File: src/hw/core_ctrl_defs.svh
`ifndef CORE_CTRL_DEFS_SVH
`define CORE_CTRL_DEFS_SVH

`define IO_ADDR_SP_LOW 6'h3D
`define IO_ADDR_SP_HIGH 6'h3E
`define IO_ADDR_STATUS 6'h3F
`define IO_ADDR_MCU_CTRL 6'h35
`define IO_ADDR_FLAG_CLR 6'h1C
`define MCU_CTRL_VECTOR_TABLE_SELECT_BIT 1
`define STATUS_GIE_BIT 7
`define REGFILE_DATA_SPAN 16'h0020
`define PTR_X_INDEX 5'h1A
`define PTR_Y_INDEX 5'h1C
`define PTR_Z_INDEX 5'h1E
`define SRAM_LAST_ADDRESS 16'h08FF
`define BOOT_START_WORD 16'h3800
`define IRQ_ENTRY_CYCLES 4'h4
`define IRQ_WAKE_EXTRA 4'h4
`define RETURN_CYCLES 4'h4

`endif

File: src/hw/core_ctrl_pkg.sv
package core_ctrl_pkg;
  typedef enum logic [2:0] {
    SP_HOLD, SP_PUSH1, SP_POP1, SP_PUSH2, SP_POP2
  } sp_op_t;
  typedef enum logic [1:0] {
    PTR_NONE, PTR_DISP, PTR_POSTINC, PTR_PREDEC
  } ptr_mode_t;
  typedef struct packed {
    logic [4:0] rd_a;
    logic [4:0] rd_b;
    logic wr8_en;
    logic wr16_en;
    logic [4:0] wr_addr;
    logic [15:0] wr_data;
  } rf_req_t;
  typedef struct packed {
    logic [7:0] a;
    logic [7:0] b;
    logic [15:0] wide;
  } rf_rsp_t;
  typedef struct packed {
    ptr_mode_t mode;
    logic [1:0] sel;
    logic [5:0] disp;
  } ptr_req_t;
endpackage

File: src/hw/regfile32.sv
`timescale 1ns/10ps
`include "core_ctrl_defs.svh"
module regfile32 import core_ctrl_pkg::*; #(
  parameter int NREG = 32
) (
  input wire logic ref_clk,
  input wire logic reset,
  input wire logic clk_en,
  input wire rf_req_t req,
  input wire logic ds_wr,
  input wire logic [4:0] ds_addr,
  input wire logic [7:0] ds_wdata,
  input wire logic ptr_upd,
  input wire logic [4:0] ptr_idx,
  input wire logic [15:0] ptr_val,
  output rf_rsp_t rsp,
  output logic [7:0] ds_rdata,
  output logic [15:0] ptr_x,
  output logic [15:0] ptr_y,
  output logic [15:0] ptr_z
);
  logic [7:0] regs_r [NREG];

  // Single-cycle reads; writes land at the clock edge
  always_comb begin
    rsp.a = regs_r[req.rd_a];
    rsp.b = regs_r[req.rd_b];
    rsp.wide = {regs_r[{req.rd_a[4:1], 1'b1}], regs_r[{req.rd_a[4:1], 1'b0}]};
    ds_rdata = regs_r[ds_addr];
    ptr_x = {regs_r[`PTR_X_INDEX + 5'd1], regs_r[`PTR_X_INDEX]};
    ptr_y = {regs_r[`PTR_Y_INDEX + 5'd1], regs_r[`PTR_Y_INDEX]};
    ptr_z = {regs_r[`PTR_Z_INDEX + 5'd1], regs_r[`PTR_Z_INDEX]};
  end

  genvar g;
  generate
    for (g = 0; g < NREG; g++) begin : gen_reg
      localparam logic [4:0] RI = 5'(g);
      always_ff @(posedge ref_clk or posedge reset) begin
        if (reset) begin
          regs_r[g] <= 8'h00;
        end else if (clk_en) begin
          if (req.wr16_en && req.wr_addr[4:1] == RI[4:1]) begin
            regs_r[g] <= RI[0] ? req.wr_data[15:8] : req.wr_data[7:0];
          end else if (req.wr8_en && req.wr_addr == RI) begin
            regs_r[g] <= req.wr_data[7:0];
          end else if (ptr_upd && ptr_idx[4:1] == RI[4:1]) begin
            regs_r[g] <= RI[0] ? ptr_val[15:8] : ptr_val[7:0];
          end else if (ds_wr && ds_addr == RI) begin
            regs_r[g] <= ds_wdata;
          end
        end
      end
    end
  endgenerate
endmodule

File: src/hw/irq_prio.sv
`timescale 1ns/10ps
module irq_prio #(
  parameter int NSRC = 8
) (
  input wire logic [NSRC-1:0] req,
  output logic any,
  output logic [$clog2(NSRC)-1:0] idx
);
  // Lowest index wins, matching the lowest vector address
  always_comb begin
    any = 1'b0;
    idx = '0;
    for (int i = NSRC - 1; i >= 0; i--) begin
      if (req[i]) begin
        any = 1'b1;
        idx = i[$clog2(NSRC)-1:0];
      end
    end
  end
endmodule

File: src/hw/core_ctrl.sv
// Overview of operation
// - Register file offers four read/write schemes
// - Registers mapped at lowest 32 data addresses
// - Top six registers form three pointers
// - Pointers support displacement, postincrement, predecrement
// - Stack byte push decrements, pop increments
// - Calls and interrupts push two bytes
// - Stack pointer bytes at I/O 0x3E/0x3D
// - Stack pointer resets to last SRAM address
// - Core runs from undivided clock
// - Two-operand ALU access in one cycle
// - Interrupt needs individual and global enable
// - Lower vector means higher priority
// - Select bit and fuse relocate vectors
// - Boot lock bits suppress interrupts by PC
// - Interrupt entry clears global enable
// - Return from interrupt sets global enable
// - Hardware clears flag when vectoring
// - Writing one clears an interrupt flag
// - Pending flags wait, served by priority
// - Level sources request only while present
// - One instruction runs after interrupt return
// - Status register not saved on interrupts
// - Global enable is status bit seven
// - Entry takes four cycles, plus wake
// - One instruction runs after enable-set
`timescale 1ns/10ps
`include "core_ctrl_defs.svh"
module core_ctrl import core_ctrl_pkg::*; #(
  parameter int NSRC = 8,
  parameter logic [NSRC-1:0] LEVEL_SRC = '0,
  parameter logic [15:0] SRAM_LAST = `SRAM_LAST_ADDRESS,
  parameter logic [15:0] BOOT_START = `BOOT_START_WORD
) (
  input wire logic ref_clk,
  input wire logic reset,
  input wire logic clk_en,
  input wire rf_req_t rf_req,
  input wire ptr_req_t ptr_req,
  input wire logic ds_wr,
  input wire logic [4:0] ds_addr,
  input wire logic [7:0] ds_wdata,
  input wire logic io_wr,
  input wire logic io_rd,
  input wire logic [5:0] io_addr,
  input wire logic [7:0] io_wdata,
  input wire sp_op_t sp_op,
  input wire logic insn_done,
  input wire logic insn_return_from_interrupt,
  input wire logic insn_sei,
  input wire logic insn_cli,
  input wire logic asleep,
  input wire logic [15:0] pc,
  input wire logic [NSRC-1:0] src_event,
  input wire logic [NSRC-1:0] src_enable,
  input wire logic reset_vector_boot_fuse,
  input wire logic application_lock_bit,
  input wire logic bootsection_lock_bit,
  output rf_rsp_t rf_rsp,
  output logic [7:0] ds_rdata,
  output logic [15:0] ptr_addr,
  output logic [7:0] io_rdata,
  output logic [15:0] stack_ptr,
  output logic [7:0] status_reg,
  output logic [NSRC-1:0] irq_flags,
  output logic irq_take,
  output logic [15:0] irq_vector,
  output logic irq_busy,
  output logic [15:0] reset_vector
);
  typedef enum logic [1:0] {IRQ_IDLE, IRQ_ENTRY, IRQ_RET} irq_state_t;

  localparam int IW = $clog2(NSRC);
  rf_rsp_t rf_rsp_c;
  logic [7:0] ds_rdata_c;
  logic [15:0] ptr_x, ptr_y, ptr_z, ptr_cur, ptr_nxt;
  logic ptr_upd;
  logic [4:0] ptr_idx;
  logic [15:0] sp_r, sp_nxt;
  logic [7:0] status_r;
  logic [7:0] mcu_control_reg_r;
  logic [NSRC-1:0] flag_r, pending, eligible;
  logic gie_wr;
  logic [7:0] gie_wdata;
  logic hold_one_r;
  logic [3:0] cnt_r;
  logic boot_suppress, any_req;
  logic [IW-1:0] win_idx;
  logic [IW-1:0] win_r;
  irq_state_t st_r;
  logic [NSRC-1:0] ev_s1_r, ev_s2_r;
  logic take_now, ret_start;

  // Event and level lines come from other logic: two-stage sync
  always_ff @(posedge ref_clk or posedge reset) begin
    if (reset) begin
      ev_s1_r <= '0;
      ev_s2_r <= '0;
    end else if (clk_en) begin
      ev_s1_r <= src_event;
      ev_s2_r <= ev_s1_r;
    end
  end

  function automatic logic [4:0] ptr_base(input logic [1:0] sel);
    case (sel)
      2'd0: ptr_base = `PTR_X_INDEX;
      2'd1: ptr_base = `PTR_Y_INDEX;
      default: ptr_base = `PTR_Z_INDEX;
    endcase
  endfunction

  assign ptr_idx = ptr_base(ptr_req.sel);
  assign ptr_cur = (ptr_req.sel == 2'd0) ? ptr_x :
                   (ptr_req.sel == 2'd1) ? ptr_y : ptr_z;

  // Indirect address and pointer update
  always_comb begin
    ptr_nxt = ptr_cur;
    ptr_upd = 1'b0;
    case (ptr_req.mode)
      PTR_POSTINC: begin
        ptr_nxt = ptr_cur + 16'h0001;
        ptr_upd = 1'b1;
      end
      PTR_PREDEC: begin
        ptr_nxt = ptr_cur - 16'h0001;
        ptr_upd = 1'b1;
      end
      default: begin
        ptr_nxt = ptr_cur;
        ptr_upd = 1'b0;
      end
    endcase
  end

  regfile32 u_rf (
    .ref_clk(ref_clk),
    .reset(reset),
    .clk_en(clk_en),
    .req(rf_req),
    .ds_wr(ds_wr),
    .ds_addr(ds_addr),
    .ds_wdata(ds_wdata),
    .ptr_upd(ptr_upd && clk_en),
    .ptr_idx(ptr_idx),
    .ptr_val(ptr_nxt),
    .rsp(rf_rsp_c),
    .ds_rdata(ds_rdata_c),
    .ptr_x(ptr_x),
    .ptr_y(ptr_y),
    .ptr_z(ptr_z)
  );

  // Register-file outputs registered (both operands in one cycle)
  always_ff @(posedge ref_clk or posedge reset) begin
    if (reset) begin
      rf_rsp <= '0;
      ds_rdata <= 8'h00;
      ptr_addr <= 16'h0000;
    end else if (clk_en) begin
      rf_rsp <= rf_rsp_c;
      ds_rdata <= ds_rdata_c;
      case (ptr_req.mode)
        PTR_DISP: ptr_addr <= ptr_cur + {10'h000, ptr_req.disp};
        PTR_PREDEC: ptr_addr <= ptr_nxt;
        default: ptr_addr <= ptr_cur;
      endcase
    end
  end

  // Stack pointer next value
  always_comb begin
    sp_nxt = sp_r;
    if (st_r == IRQ_ENTRY && cnt_r == 4'd1) begin
      sp_nxt = sp_r - 16'h0002;
    end else if (st_r == IRQ_RET && cnt_r == 4'd1) begin
      sp_nxt = sp_r + 16'h0002;
    end else begin
      case (sp_op)
        SP_PUSH1: sp_nxt = sp_r - 16'h0001;
        SP_POP1: sp_nxt = sp_r + 16'h0001;
        SP_PUSH2: sp_nxt = sp_r - 16'h0002;
        SP_POP2: sp_nxt = sp_r + 16'h0002;
        default: sp_nxt = sp_r;
      endcase
    end
  end

  always_ff @(posedge ref_clk or posedge reset) begin
    if (reset) begin
      sp_r <= SRAM_LAST;
    end else if (clk_en) begin
      if (io_wr && io_addr == `IO_ADDR_SP_LOW) begin
        sp_r <= {sp_r[15:8], io_wdata};
      end else if (io_wr && io_addr == `IO_ADDR_SP_HIGH) begin
        sp_r <= {io_wdata, sp_r[7:0]};
      end else begin
        sp_r <= sp_nxt;
      end
    end
  end

  // Status register: only the enable bit is touched by hardware
  assign gie_wr = io_wr && io_addr == `IO_ADDR_STATUS;
  assign gie_wdata = io_wdata;

  always_ff @(posedge ref_clk or posedge reset) begin
    if (reset) begin
      status_r <= 8'h00;
    end else if (clk_en) begin
      if (gie_wr) begin
        status_r <= gie_wdata;
      end
      if (take_now) begin
        status_r[`STATUS_GIE_BIT] <= 1'b0;
      end else if (st_r == IRQ_RET && cnt_r == 4'd1) begin
        status_r[`STATUS_GIE_BIT] <= 1'b1;
      end else if (insn_cli) begin
        status_r[`STATUS_GIE_BIT] <= 1'b0;
      end else if (insn_sei) begin
        status_r[`STATUS_GIE_BIT] <= 1'b1;
      end
    end
  end

  always_ff @(posedge ref_clk or posedge reset) begin
    if (reset) begin
      mcu_control_reg_r <= 8'h00;
    end else if (clk_en && io_wr && io_addr == `IO_ADDR_MCU_CTRL) begin
      mcu_control_reg_r <= io_wdata;
    end
  end

  // Flags: set wins over clear
  always_ff @(posedge ref_clk or posedge reset) begin
    if (reset) begin
      flag_r <= '0;
    end else if (clk_en) begin
      for (int i = 0; i < NSRC; i++) begin
        if (LEVEL_SRC[i]) begin
          flag_r[i] <= 1'b0;
        end else if (ev_s2_r[i]) begin
          flag_r[i] <= 1'b1;
        end else if (take_now && win_idx == i[IW-1:0]) begin
          flag_r[i] <= 1'b0;
        end else if (io_wr && io_addr == `IO_ADDR_FLAG_CLR && io_wdata[i]) begin
          flag_r[i] <= 1'b0;
        end
      end
    end
  end

  // Level sources look at the synchronised live condition, not at a flag
  assign pending = (flag_r & ~LEVEL_SRC) | (ev_s2_r & LEVEL_SRC);
  assign eligible = pending & src_enable;

  // Boot lock: suppress while PC sits in the locked section
  always_comb begin
    boot_suppress = 1'b0;
    if (application_lock_bit && pc < BOOT_START) begin
      boot_suppress = 1'b1;
    end
    if (bootsection_lock_bit && pc >= BOOT_START) begin
      boot_suppress = 1'b1;
    end
  end

  irq_prio #(.NSRC(NSRC)) u_prio (
    .req(eligible),
    .any(any_req),
    .idx(win_idx)
  );

  assign take_now = st_r == IRQ_IDLE && insn_done && any_req &&
                    status_r[`STATUS_GIE_BIT] && !hold_one_r &&
                    !boot_suppress && !insn_cli;
  assign ret_start = st_r == IRQ_IDLE && insn_return_from_interrupt && insn_done;

  // Hold-off of one instruction after return or enable-set
  always_ff @(posedge ref_clk or posedge reset) begin
    if (reset) begin
      hold_one_r <= 1'b0;
    end else if (clk_en) begin
      if ((st_r == IRQ_RET && cnt_r == 4'd1) || insn_sei) begin
        hold_one_r <= 1'b1;
      end else if (insn_done) begin
        hold_one_r <= 1'b0;
      end
    end
  end

  // Entry/return sequencer; PC push happens during the count
  always_ff @(posedge ref_clk or posedge reset) begin
    if (reset) begin
      st_r <= IRQ_IDLE;
      cnt_r <= 4'd0;
      win_r <= '0;
    end else if (clk_en) begin
      case (st_r)
        IRQ_IDLE: begin
          if (take_now) begin
            st_r <= IRQ_ENTRY;
            win_r <= win_idx;
            cnt_r <= asleep ? `IRQ_ENTRY_CYCLES + `IRQ_WAKE_EXTRA
                            : `IRQ_ENTRY_CYCLES;
          end else if (ret_start) begin
            st_r <= IRQ_RET;
            cnt_r <= `RETURN_CYCLES;
          end
        end
        IRQ_ENTRY, IRQ_RET: begin
          if (cnt_r == 4'd1) begin
            st_r <= IRQ_IDLE;
          end
          cnt_r <= cnt_r - 4'd1;
        end
        default: st_r <= IRQ_IDLE;
      endcase
    end
  end

  // Vector addresses, two words per entry; relocation to boot start
  always_ff @(posedge ref_clk or posedge reset) begin
    if (reset) begin
      irq_take <= 1'b0;
      irq_vector <= 16'h0000;
      reset_vector <= 16'h0000;
      irq_busy <= 1'b0;
    end else if (clk_en) begin
      irq_take <= take_now;
      irq_busy <= take_now || ret_start || (st_r != IRQ_IDLE && cnt_r != 4'd1);
      reset_vector <= reset_vector_boot_fuse ? BOOT_START : 16'h0000;
      if (take_now) begin
        irq_vector <= (mcu_control_reg_r[`MCU_CTRL_VECTOR_TABLE_SELECT_BIT] ?
                       BOOT_START : 16'h0000) +
                      {{(15 - IW){1'b0}}, win_idx, 1'b0} + 16'h0002;
      end
    end
  end

  // State registers shown as they stand, so writes are seen at once
  assign stack_ptr = sp_r;
  assign status_reg = status_r;
  assign irq_flags = flag_r;

  always_ff @(posedge ref_clk or posedge reset) begin
    if (reset) begin
      io_rdata <= 8'h00;
    end else if (clk_en) begin
      if (io_rd && io_addr == `IO_ADDR_SP_LOW) begin
        io_rdata <= sp_r[7:0];
      end else if (io_rd && io_addr == `IO_ADDR_SP_HIGH) begin
        io_rdata <= sp_r[15:8];
      end else if (io_rd && io_addr == `IO_ADDR_STATUS) begin
        io_rdata <= status_r;
      end else if (io_rd && io_addr == `IO_ADDR_MCU_CTRL) begin
        io_rdata <= mcu_control_reg_r;
      end else begin
        io_rdata <= 8'h00;
      end
    end
  end
  // every process runs on ref_clk, no divider
endmodule

File: config.mk
export PLATFORM = sky130hd
export DESIGN_NAME = core_ctrl
export DESIGN_NICKNAME = d
export VERILOG_FILES = /design/src/hw/core_ctrl_pkg.sv /design/src/hw/regfile32.sv /design/src/hw/irq_prio.sv /design/src/hw/core_ctrl.sv
export VERILOG_INCLUDE_DIRS = /design/src /design/src/hw
export SDC_FILE = /design/constraint.sdc
export NUM_CORES = 2
export LEC_CHECK = 0
export BUFFER_PORTS_ARGS = -buffer_cell sky130_fd_sc_hd__buf_2
export CORE_ASPECT_RATIO = 1.4
export CORE_MARGIN = 4
export CORE_UTILIZATION = 45
export DETAILED_ROUTE_END_ITERATION = 7
export GPL_ROUTABILITY_DRIVEN = 0
export PLACE_DENSITY_LB_ADDON = 0.1
export SLEW_MARGIN = 30
export SYNTH_ARGS = -nofsm -noshare
export SYNTH_HDL_FRONTEND = slang
export SYNTH_SLANG_ARGS = --single-unit
File: constraint.sdc
create_clock -name ref_clk -period 15.4 [get_ports ref_clk]
set_clock_uncertainty 0.2 [all_clocks]
set_input_delay 3.08 -clock ref_clk [delete_from_list [all_inputs] [get_ports ref_clk]]
set_output_delay 3.08 -clock ref_clk [all_outputs]
set_load 0.02 [all_outputs]
Word-level counts from Yosys, hierarchy flattened
Cells that the tools add are included.
{"block": "totals", "regBits": 417, "in_bits": 119, "wordCells": 665}
{"block": "classes", "addsub": 10, "n_lt_le_gt_ge": 7, "n_eq_ne": 119, "muxes": 217, "bitwise_logic": 7, "n_reduce_logical": 245}
{"op": "8-bit 2-to-1 mux", "count": 144}
{"op": "8-bit binary-select mux with 5-bit select", "count": 5}
{"op": "5-bit == test, second input constant", "count": 32}
{"op": "1-bit logical AND", "count": 136}
{"op": "4-bit nonzero test", "count": 32}
{"op": "2-bit AND reduction", "count": 44}
{"op": "5-bit by 4-bit == test with 1-bit output, second input constant", "count": 16}
{"op": "16-bit 2-to-1 mux", "count": 5}
{"op": "4-bit == test, second input constant", "count": 16}
{"op": "16-bit one-hot mux with 2 select lines", "count": 2}
{"op": "16-bit one-hot mux with 4 select lines", "count": 1}
{"op": "1-bit 2-to-1 mux", "count": 41}
{"op": "5-bit by 3-bit == test with 1-bit output, second input constant", "count": 8}
{"op": "16-bit by 1-bit adder with 16-bit output, second input constant", "count": 2}
{"op": "4-bit by 3-bit == test with 1-bit output, second input constant", "count": 8}
{"op": "16-bit by 1-bit subtractor with 16-bit output, second input constant", "count": 2}
{"op": "6-bit greater-or-equal comparator, second input constant", "count": 5}
{"op": "5-bit NOT with 6-bit output", "count": 5}
{"op": "14-bit 2-to-1 mux", "count": 2}
{"op": "6-bit == test, second input constant", "count": 4}
{"op": "3-bit 2-to-1 mux", "count": 8}
{"op": "3-bit nonzero test", "count": 8}
{"op": "5-bit by 2-bit == test with 1-bit output, second input constant", "count": 4}
{"op": "15-bit by 2-bit adder with 16-bit output, second input constant", "count": 1}
{"op": "other kinds (37)", "count": 74}

Longest topological paths before layout
{"block": "logic_depth", "ltp_word": 17, "depth_mapped": 16, "depth_no_buf": 13}

Modules after synthesis
Synthesis repeated with hierarchy kept, for this count alone.
{"block": "unflattened", "hier_cells": 3748, "area_unflattened_um2": 34020.1}
{"module": "regfile32", "n_inst": 1, "cells_per_inst": 2711, "area_per_inst_um2": 24443.4}
{"module": "core_ctrl", "n_inst": 1, "cells_per_inst": 1024, "area_per_inst_um2": 9496.6}
{"module": "irq_prio", "n_inst": 1, "cells_per_inst": 13, "area_per_inst_um2": 80.1}

Least setup slack after synthesis
OpenSTA, ideal clock, no wires.
{"block": "synth_path", "kind": "input -> register", "start": "input ptr_req[7] (netlist name)", "end": "register u_rf.regs_r, in the netlist u_rf.ptr_x[11]", "arrival_ns": 6.504, "required_ns": 15.113, "path_slack_ns": 8.609, "stages": 15, "path_buffers": 3, "path_cell_list": "clkbuf_1 -> clkbuf_1 -> clkbuf_1 -> nor2_1 -> a21oi_1 -> inv_1 -> ha_1 -> a31o_2 -> a2bb2oi_1 -> a211o_1 -> a21oi_1 -> a2111oi_0 -> xor2_1 -> or4_1 -> o211ai_1"}
{"block": "synth_between", "elab_chain_len": 8, "elab_cells_between_ends": 15}
{"element": "start: declaration", "line": "core_ctrl.sv:39", "text": "input wire ptr_req_t ptr_req,"}
{"element": "2-bit by 1-bit == test with 1-bit output", "line": "core_ctrl.sv:106, core_ctrl.sv:115"}
{"element": "16-bit 2-to-1 mux", "line": "core_ctrl.sv:115", "text": "(ptr_req.sel == 2'd1) ? ptr_y : ptr_z;"}
{"element": "16-bit 2-to-1 mux", "line": "core_ctrl.sv:114", "text": "assign ptr_cur = (ptr_req.sel == 2'd0) ? ptr_x :"}
{"element": "16-bit by 1-bit subtractor with 16-bit output / 16-bit by 1-bit adder with 16-bit output (equally long branches)", "line": "core_ctrl.sv:127, core_ctrl.sv:123"}
{"element": "16-bit one-hot mux with 2 select lines", "line": "core_ctrl.sv:121", "text": "case (ptr_req.mode)"}
{"element": "8-bit 2-to-1 mux", "line": "regfile32.sv:47", "text": "end else if (ptr_upd && ptr_idx[4:1] == RI[4:1]) begin"}
{"element": "8-bit 2-to-1 mux", "line": "regfile32.sv:45", "text": "end else if (req.wr8_en && req.wr_addr == RI) begin"}
{"element": "8-bit 2-to-1 mux", "line": "regfile32.sv:43", "text": "if (req.wr16_en && req.wr_addr[4:1] == RI[4:1]) begin"}
{"element": "end signal: indexed assignment", "line": "regfile32.sv:44", "text": "regs_r[g] <= RI[0] ? req.wr_data[15:8] : req.wr_data[7:0];"}
{"element": "end signal: indexed assignment", "line": "regfile32.sv:46", "text": "regs_r[g] <= req.wr_data[7:0];"}
{"element": "end signal: indexed assignment", "line": "regfile32.sv:48", "text": "regs_r[g] <= RI[0] ? ptr_val[15:8] : ptr_val[7:0];"}
{"element": "end: declaration", "line": "regfile32.sv:22", "text": "logic [7:0] regs_r [NREG];"}
Parallel ways exist; a longest one is shown, timed or not.
A chain may end at the register's enable or synchronous reset.

Worst setup path in the final report
{"block": "layout_path", "start": "input ptr_req[6] (netlist name)", "end": "register u_rf.regs_r, in the netlist u_rf.ptr_y[13]"}
Same word-level chain as after synthesis.

==> out/qor_table.md <==
| Group | Result | Reported |
|---|---|---|
| sta | Unrepaired setup endpoints after global routing | no |
| setup path | Cell-by-cell listing of the critical path | buf_2 -> mux2i_1 -> nor2_1 -> a21oi_1 -> inv_1 -> ha_1 -> a31o_2 -> a2bb2oi_1 -> a211o_1 -> nand2_1 -> a311oi_2 -> o211ai_1 -> a311oi_1 -> a21o_1 |
| cells and area | Total Nets Final | 3340 |
| setup path | Combined buffer and inverter count along the critical path | 2 |
| grt | Global route total overflow | 0 |
| yosys | Synth Instances | 3133 |
| place | Setup slack after placement | 8.04 ns |
| sta | Worst slack on hold paths | 0.282 ns |
| clock tree | Clock network latency to the later pin of the worst-skew pair | 0.61 ns |
| sta | Number of hold-slack violations in the final timing report | 0 |
| clock tree | CTS tree | done |
| cells and area | Final Core Density | 50.2% |
| yosys | Cell type with the highest aggregate area in the netlist | sky130_fd_sc_hd__dfrtp_1 |
| setup path | Endpoint required time on the critical path | 15.75 ns |
| clock tree | Post-CTS Repair Setup Buffers | 0 |
| floorplan | Core Footprint | 0.0657 sq mm |
| detailed routing | Post-DR vias/cell | 6.66 |
| sta | Final count of pins violating max slew | 0 |
| detailed routing | Total length of routed wires | 119000 um |
| detailed routing | Drt drc | 0 |
| setup path | Category of cells accounting for the largest share of critical-path delay | compound AO/OA/AOI/OAI gates |
| hold path | Worst Hold Path Cells | 1 |
| clock tree | Library cell used as clock root buffer | sky130_fd_sc_hd__clkbuf_16 |
| sta | Final critical delay including setup and external delays | 6.82 ns |
| setup path | Maximum fanout encountered on the critical timing path | 20 |
| yosys | Average cell area after synthesis | 9.54 sq um |
| hold path | Hold crit path type | reg2reg |
| pwr | Largest voltage drop on the vdd net | 85.7 uV |
| clock tree | Resized Gates After CTS | 0 |
| yosys | Number of flip-flops and latches in the synthesized netlist | 391 |
| floorplan | Width of the die | 226 um |
| cells and area | Multi-input logic area | 0.0188 sq mm |
| hold path | Start point of the worst min-delay path | ptr_addr[14] |
| clock tree | Hold buffers post-CTS | 0 |
| grt | Wire length of the first global-routing pass | 175000 um |
| setup path | Critical path's slowest cell | sky130_fd_sc_hd__a311oi_2 |
| flow run | # Max-Cap Violations | 0 |
| yosys | Mapped cell area | 0.0299 sq mm |
| setup path | Slowest cell delay on critical path | 0.67 ns |
| yosys | Fraction of synthesized cell area taken by the top area cell type | 32.0% |
| cells and area | Number of inserted filler cells in the final layout | 6072 |
| place | Quantity of I/O buffers inserted on ports | 215 |
| setup path | Type of the setup path with the least slack | in2reg |
| setup path | Launch point of the worst reg-to-reg path | u_rf.ptr_y[1] |
| setup path | Critical Path AT | 7.17 ns |
| floorplan | Number of placed I/O pins | 249 |
| clock tree | Clock buffer depth | 3 |
| yosys | Most instantiated cells after synthesis | sky130_fd_sc_hd__nand2_1 (509), sky130_fd_sc_hd__o21ai_0 (388), sky130_fd_sc_hd__dfrtp_1 (382) |
| cells and area | Largest registers | u_rf.regs_r: 208 flops, rf_rsp: 32 flops |
| clock tree | TritonCTS Sinks | 391 |
| sta | Setup TNS | 0 ns |
| floorplan | Die footprint | 0.0706 sq mm |
| sta | Fin worst setup slack | 8.58 ns |
| yosys | Async S/R FF share, synth | 100% |
| setup path | Startpoint type of the worst setup path | input port |
| setup path | R2R cell count | 13 |
| grt | Number of global-route vias before repair | 26200 |
| setup path | Reg2Reg Setup Slack | 11.17 ns |
| pwr | Power per unit of standard cell area | 137 mW/mm^2 |
| floorplan | Initial Util | 45.5% |
| yosys | Number of enable-type register cells in the synthesized netlist | 0 |
| cells and area | Max FFs per register | 208 |
| cells and area | Fraction of layout cells with a size suffix above 1 | 22.1% |
| clock tree | Maximum level of the CTS H-tree | 2 |
| clock tree | Clock transition at the registers of the reported paths | 0.06 ns |
| setup path | Depth of the critical timing path with buffers and inverters included | 14 |
| place | Cell count after placement | 3970 |
| yosys | Cells taking the most area after synthesis | sky130_fd_sc_hd__dfrtp_1 (32%), sky130_fd_sc_hd__mux4_2 (19%), sky130_fd_sc_hd__mux2i_1 (8.1%) |
| grt | Largest net degree at the start of global routing | 133 |
| cells and area | Non-filler instance count after layout | 4056 |
| hold path | End of the worst hold path | ptr_addr[14] |
| detailed routing | Initial DRC count | 3097 |
| setup path | Endpoint class of the critical path | flop |
| cells and area | FF+latch area | 0.00980 sq mm |
| sta | Fraction of the cycle the final worst path needs | 44.3% |
| yosys | Register area share after synthesis | 32.8% |
| cells and area | Area growth syn-to-layout | 10.3% |
| yosys | Total number of yosys warnings | 0 |
| run status | Result of the run | completed |
| grt | Antenna violations before repair | 8 |
| detailed routing | Router iterations before antenna repair | 7 |
| sta | Slew at the pin with the worst max-slew slack | 1.08 ns |
| sta | Final setup violating endpoints | 0 |
| yosys | Most repeated cell in the gate-level netlist after synthesis | sky130_fd_sc_hd__nand2_1 |
| clock tree | Total clock buffers created by CTS | 45 |
| cells and area | Largest register by flop count | u_rf.regs_r |
| floorplan | Die Height | 313 um |
| detailed routing | Post-DR wirelength/cell | 29.3 um |
| detailed routing | Residual antenna-violating net count after detailed routing | 0 |
| sta | Relative slew margins | 28.1% |
| pwr | Total leakage power | 14.5 nW |
| setup path | Critical R2R Capture | u_rf.ptr_y[13] |
| place | HPWL after DPL | 85000 um |
| floorplan | Cell row count | 111 |
| yosys | Most used DFF post-synth | sky130_fd_sc_hd__dfrtp_1 |
| detailed routing | Overall via count from detail_route | 27000 |
| yosys | Cell variety after synth | 85 |
| grt | Global-route total usage across every layer | 33.0% |
| sta | Achievable clock frequency | 147 MHz |
==> how the worst max path moves through the flow <==
stage | endpoint | slack (ns) | from
global placement | u_rf.ptr_y[13] | 7.81 | ptr_req[6]
detailed placement | u_rf.ptr_y[13] | 8.04 | ptr_req[6]
CTS | u_rf.ptr_y[13] | 8.68 | ptr_req[6]
finish | u_rf.ptr_y[13] | 8.58 | ptr_req[6]
floorplan | cnt_r[0] | 1.27 | reset
global route | u_rf.ptr_y[14] | 8.33 | ptr_req[9]
==> cells in the final DEF, fill, tap and decap left out, types with 10 or more instances in the layout <==
cell and instances:
sky130_fd_sc_hd__nand2_1 509, sky130_fd_sc_hd__o21ai_0 388, sky130_fd_sc_hd__dfrtp_1 382, sky130_fd_sc_hd__mux4_2 256, sky130_fd_sc_hd__mux2i_1 241, sky130_fd_sc_hd__buf_2 209
sky130_fd_sc_hd__a21oi_1 199, sky130_fd_sc_hd__nor2_1 185, sky130_fd_sc_hd__nand3_1 57, sky130_fd_sc_hd__mux2_2 55, sky130_fd_sc_hd__buf_4 53, sky130_fd_sc_hd__inv_1 50
sky130_fd_sc_hd__ha_1 47, sky130_fd_sc_hd__clkbuf_16 47, sky130_fd_sc_hd__nor3_1 42, sky130_fd_sc_hd__a211oi_1 38, sky130_fd_sc_hd__xnor2_1 24, sky130_fd_sc_hd__conb_1 22
sky130_fd_sc_hd__and3_1 20, sky130_fd_sc_hd__nand2b_1 18, sky130_fd_sc_hd__xor2_1 18, sky130_fd_sc_hd__o31ai_1 17, sky130_fd_sc_hd__a31oi_1 16, sky130_fd_sc_hd__or2_2 14
sky130_fd_sc_hd__a21o_1 13, sky130_fd_sc_hd__and2_1 13, sky130_fd_sc_hd__o22ai_1 12, sky130_fd_sc_hd__nor2b_1 12, sky130_fd_sc_hd__a221oi_1 12, sky130_fd_sc_hd__clkinv_2 12
sky130_fd_sc_hd__a22oi_1 11, sky130_fd_sc_hd__o21a_1 10, sky130_fd_sc_hd__o21ai_1 10, sky130_fd_sc_hd__a32o_1 10
==> area by class of cell <==
class,instances,share of cell area (%)
Multi-Input combinational cell,2414,57.0
Sequential cell,391,29.7
Timing Repair Buffer,267,4.68
Clock buffer,59,3.89
Tap cell,847,3.22
Clock inverter,23,0.782
Inverter,52,0.630
Antenna cell,3,0.0228
==> cells by family after synthesis <==
family          share of synthesized area, %
xor+xnor                                1.31
flops                                   32.8
simple gates                            13.4
fa+ha+maj                               2.17
buf+inv                                 4.85
compound gates                          16.1
mux                                     29.4
other cells                           0.0126
==> per-layer routing <==
metal  track usage (%)  share of wire [%]  vias up
met5                 0              0.033        -
met4              20.7                7.7        6
met1              41.1                 37    13400
met2              52.0                 46     1606
li1                  -                  -    11700
met3              7.27                9.2      380
==> per-stage QoR <==
step / total power [mW] / instance area [sq um]
finish: 4.50 / 32900
global route: 4.71 / 32900
CTS: 4.47 / 32900
detailed placement: 3.32 / 31300
global placement: 3.26 / 31300
floorplan: 2.70 / 30000
==> power breakdown <==
group	switching (mW)	total (mW)	internal, mW	leakage, nW
sequential	0.363	1.65	1.29	4.88
clock	0.481	1.15	0.670	0.756
combinational	0.950	1.70	0.746	8.92
Power figures use the tool's default switching activity.
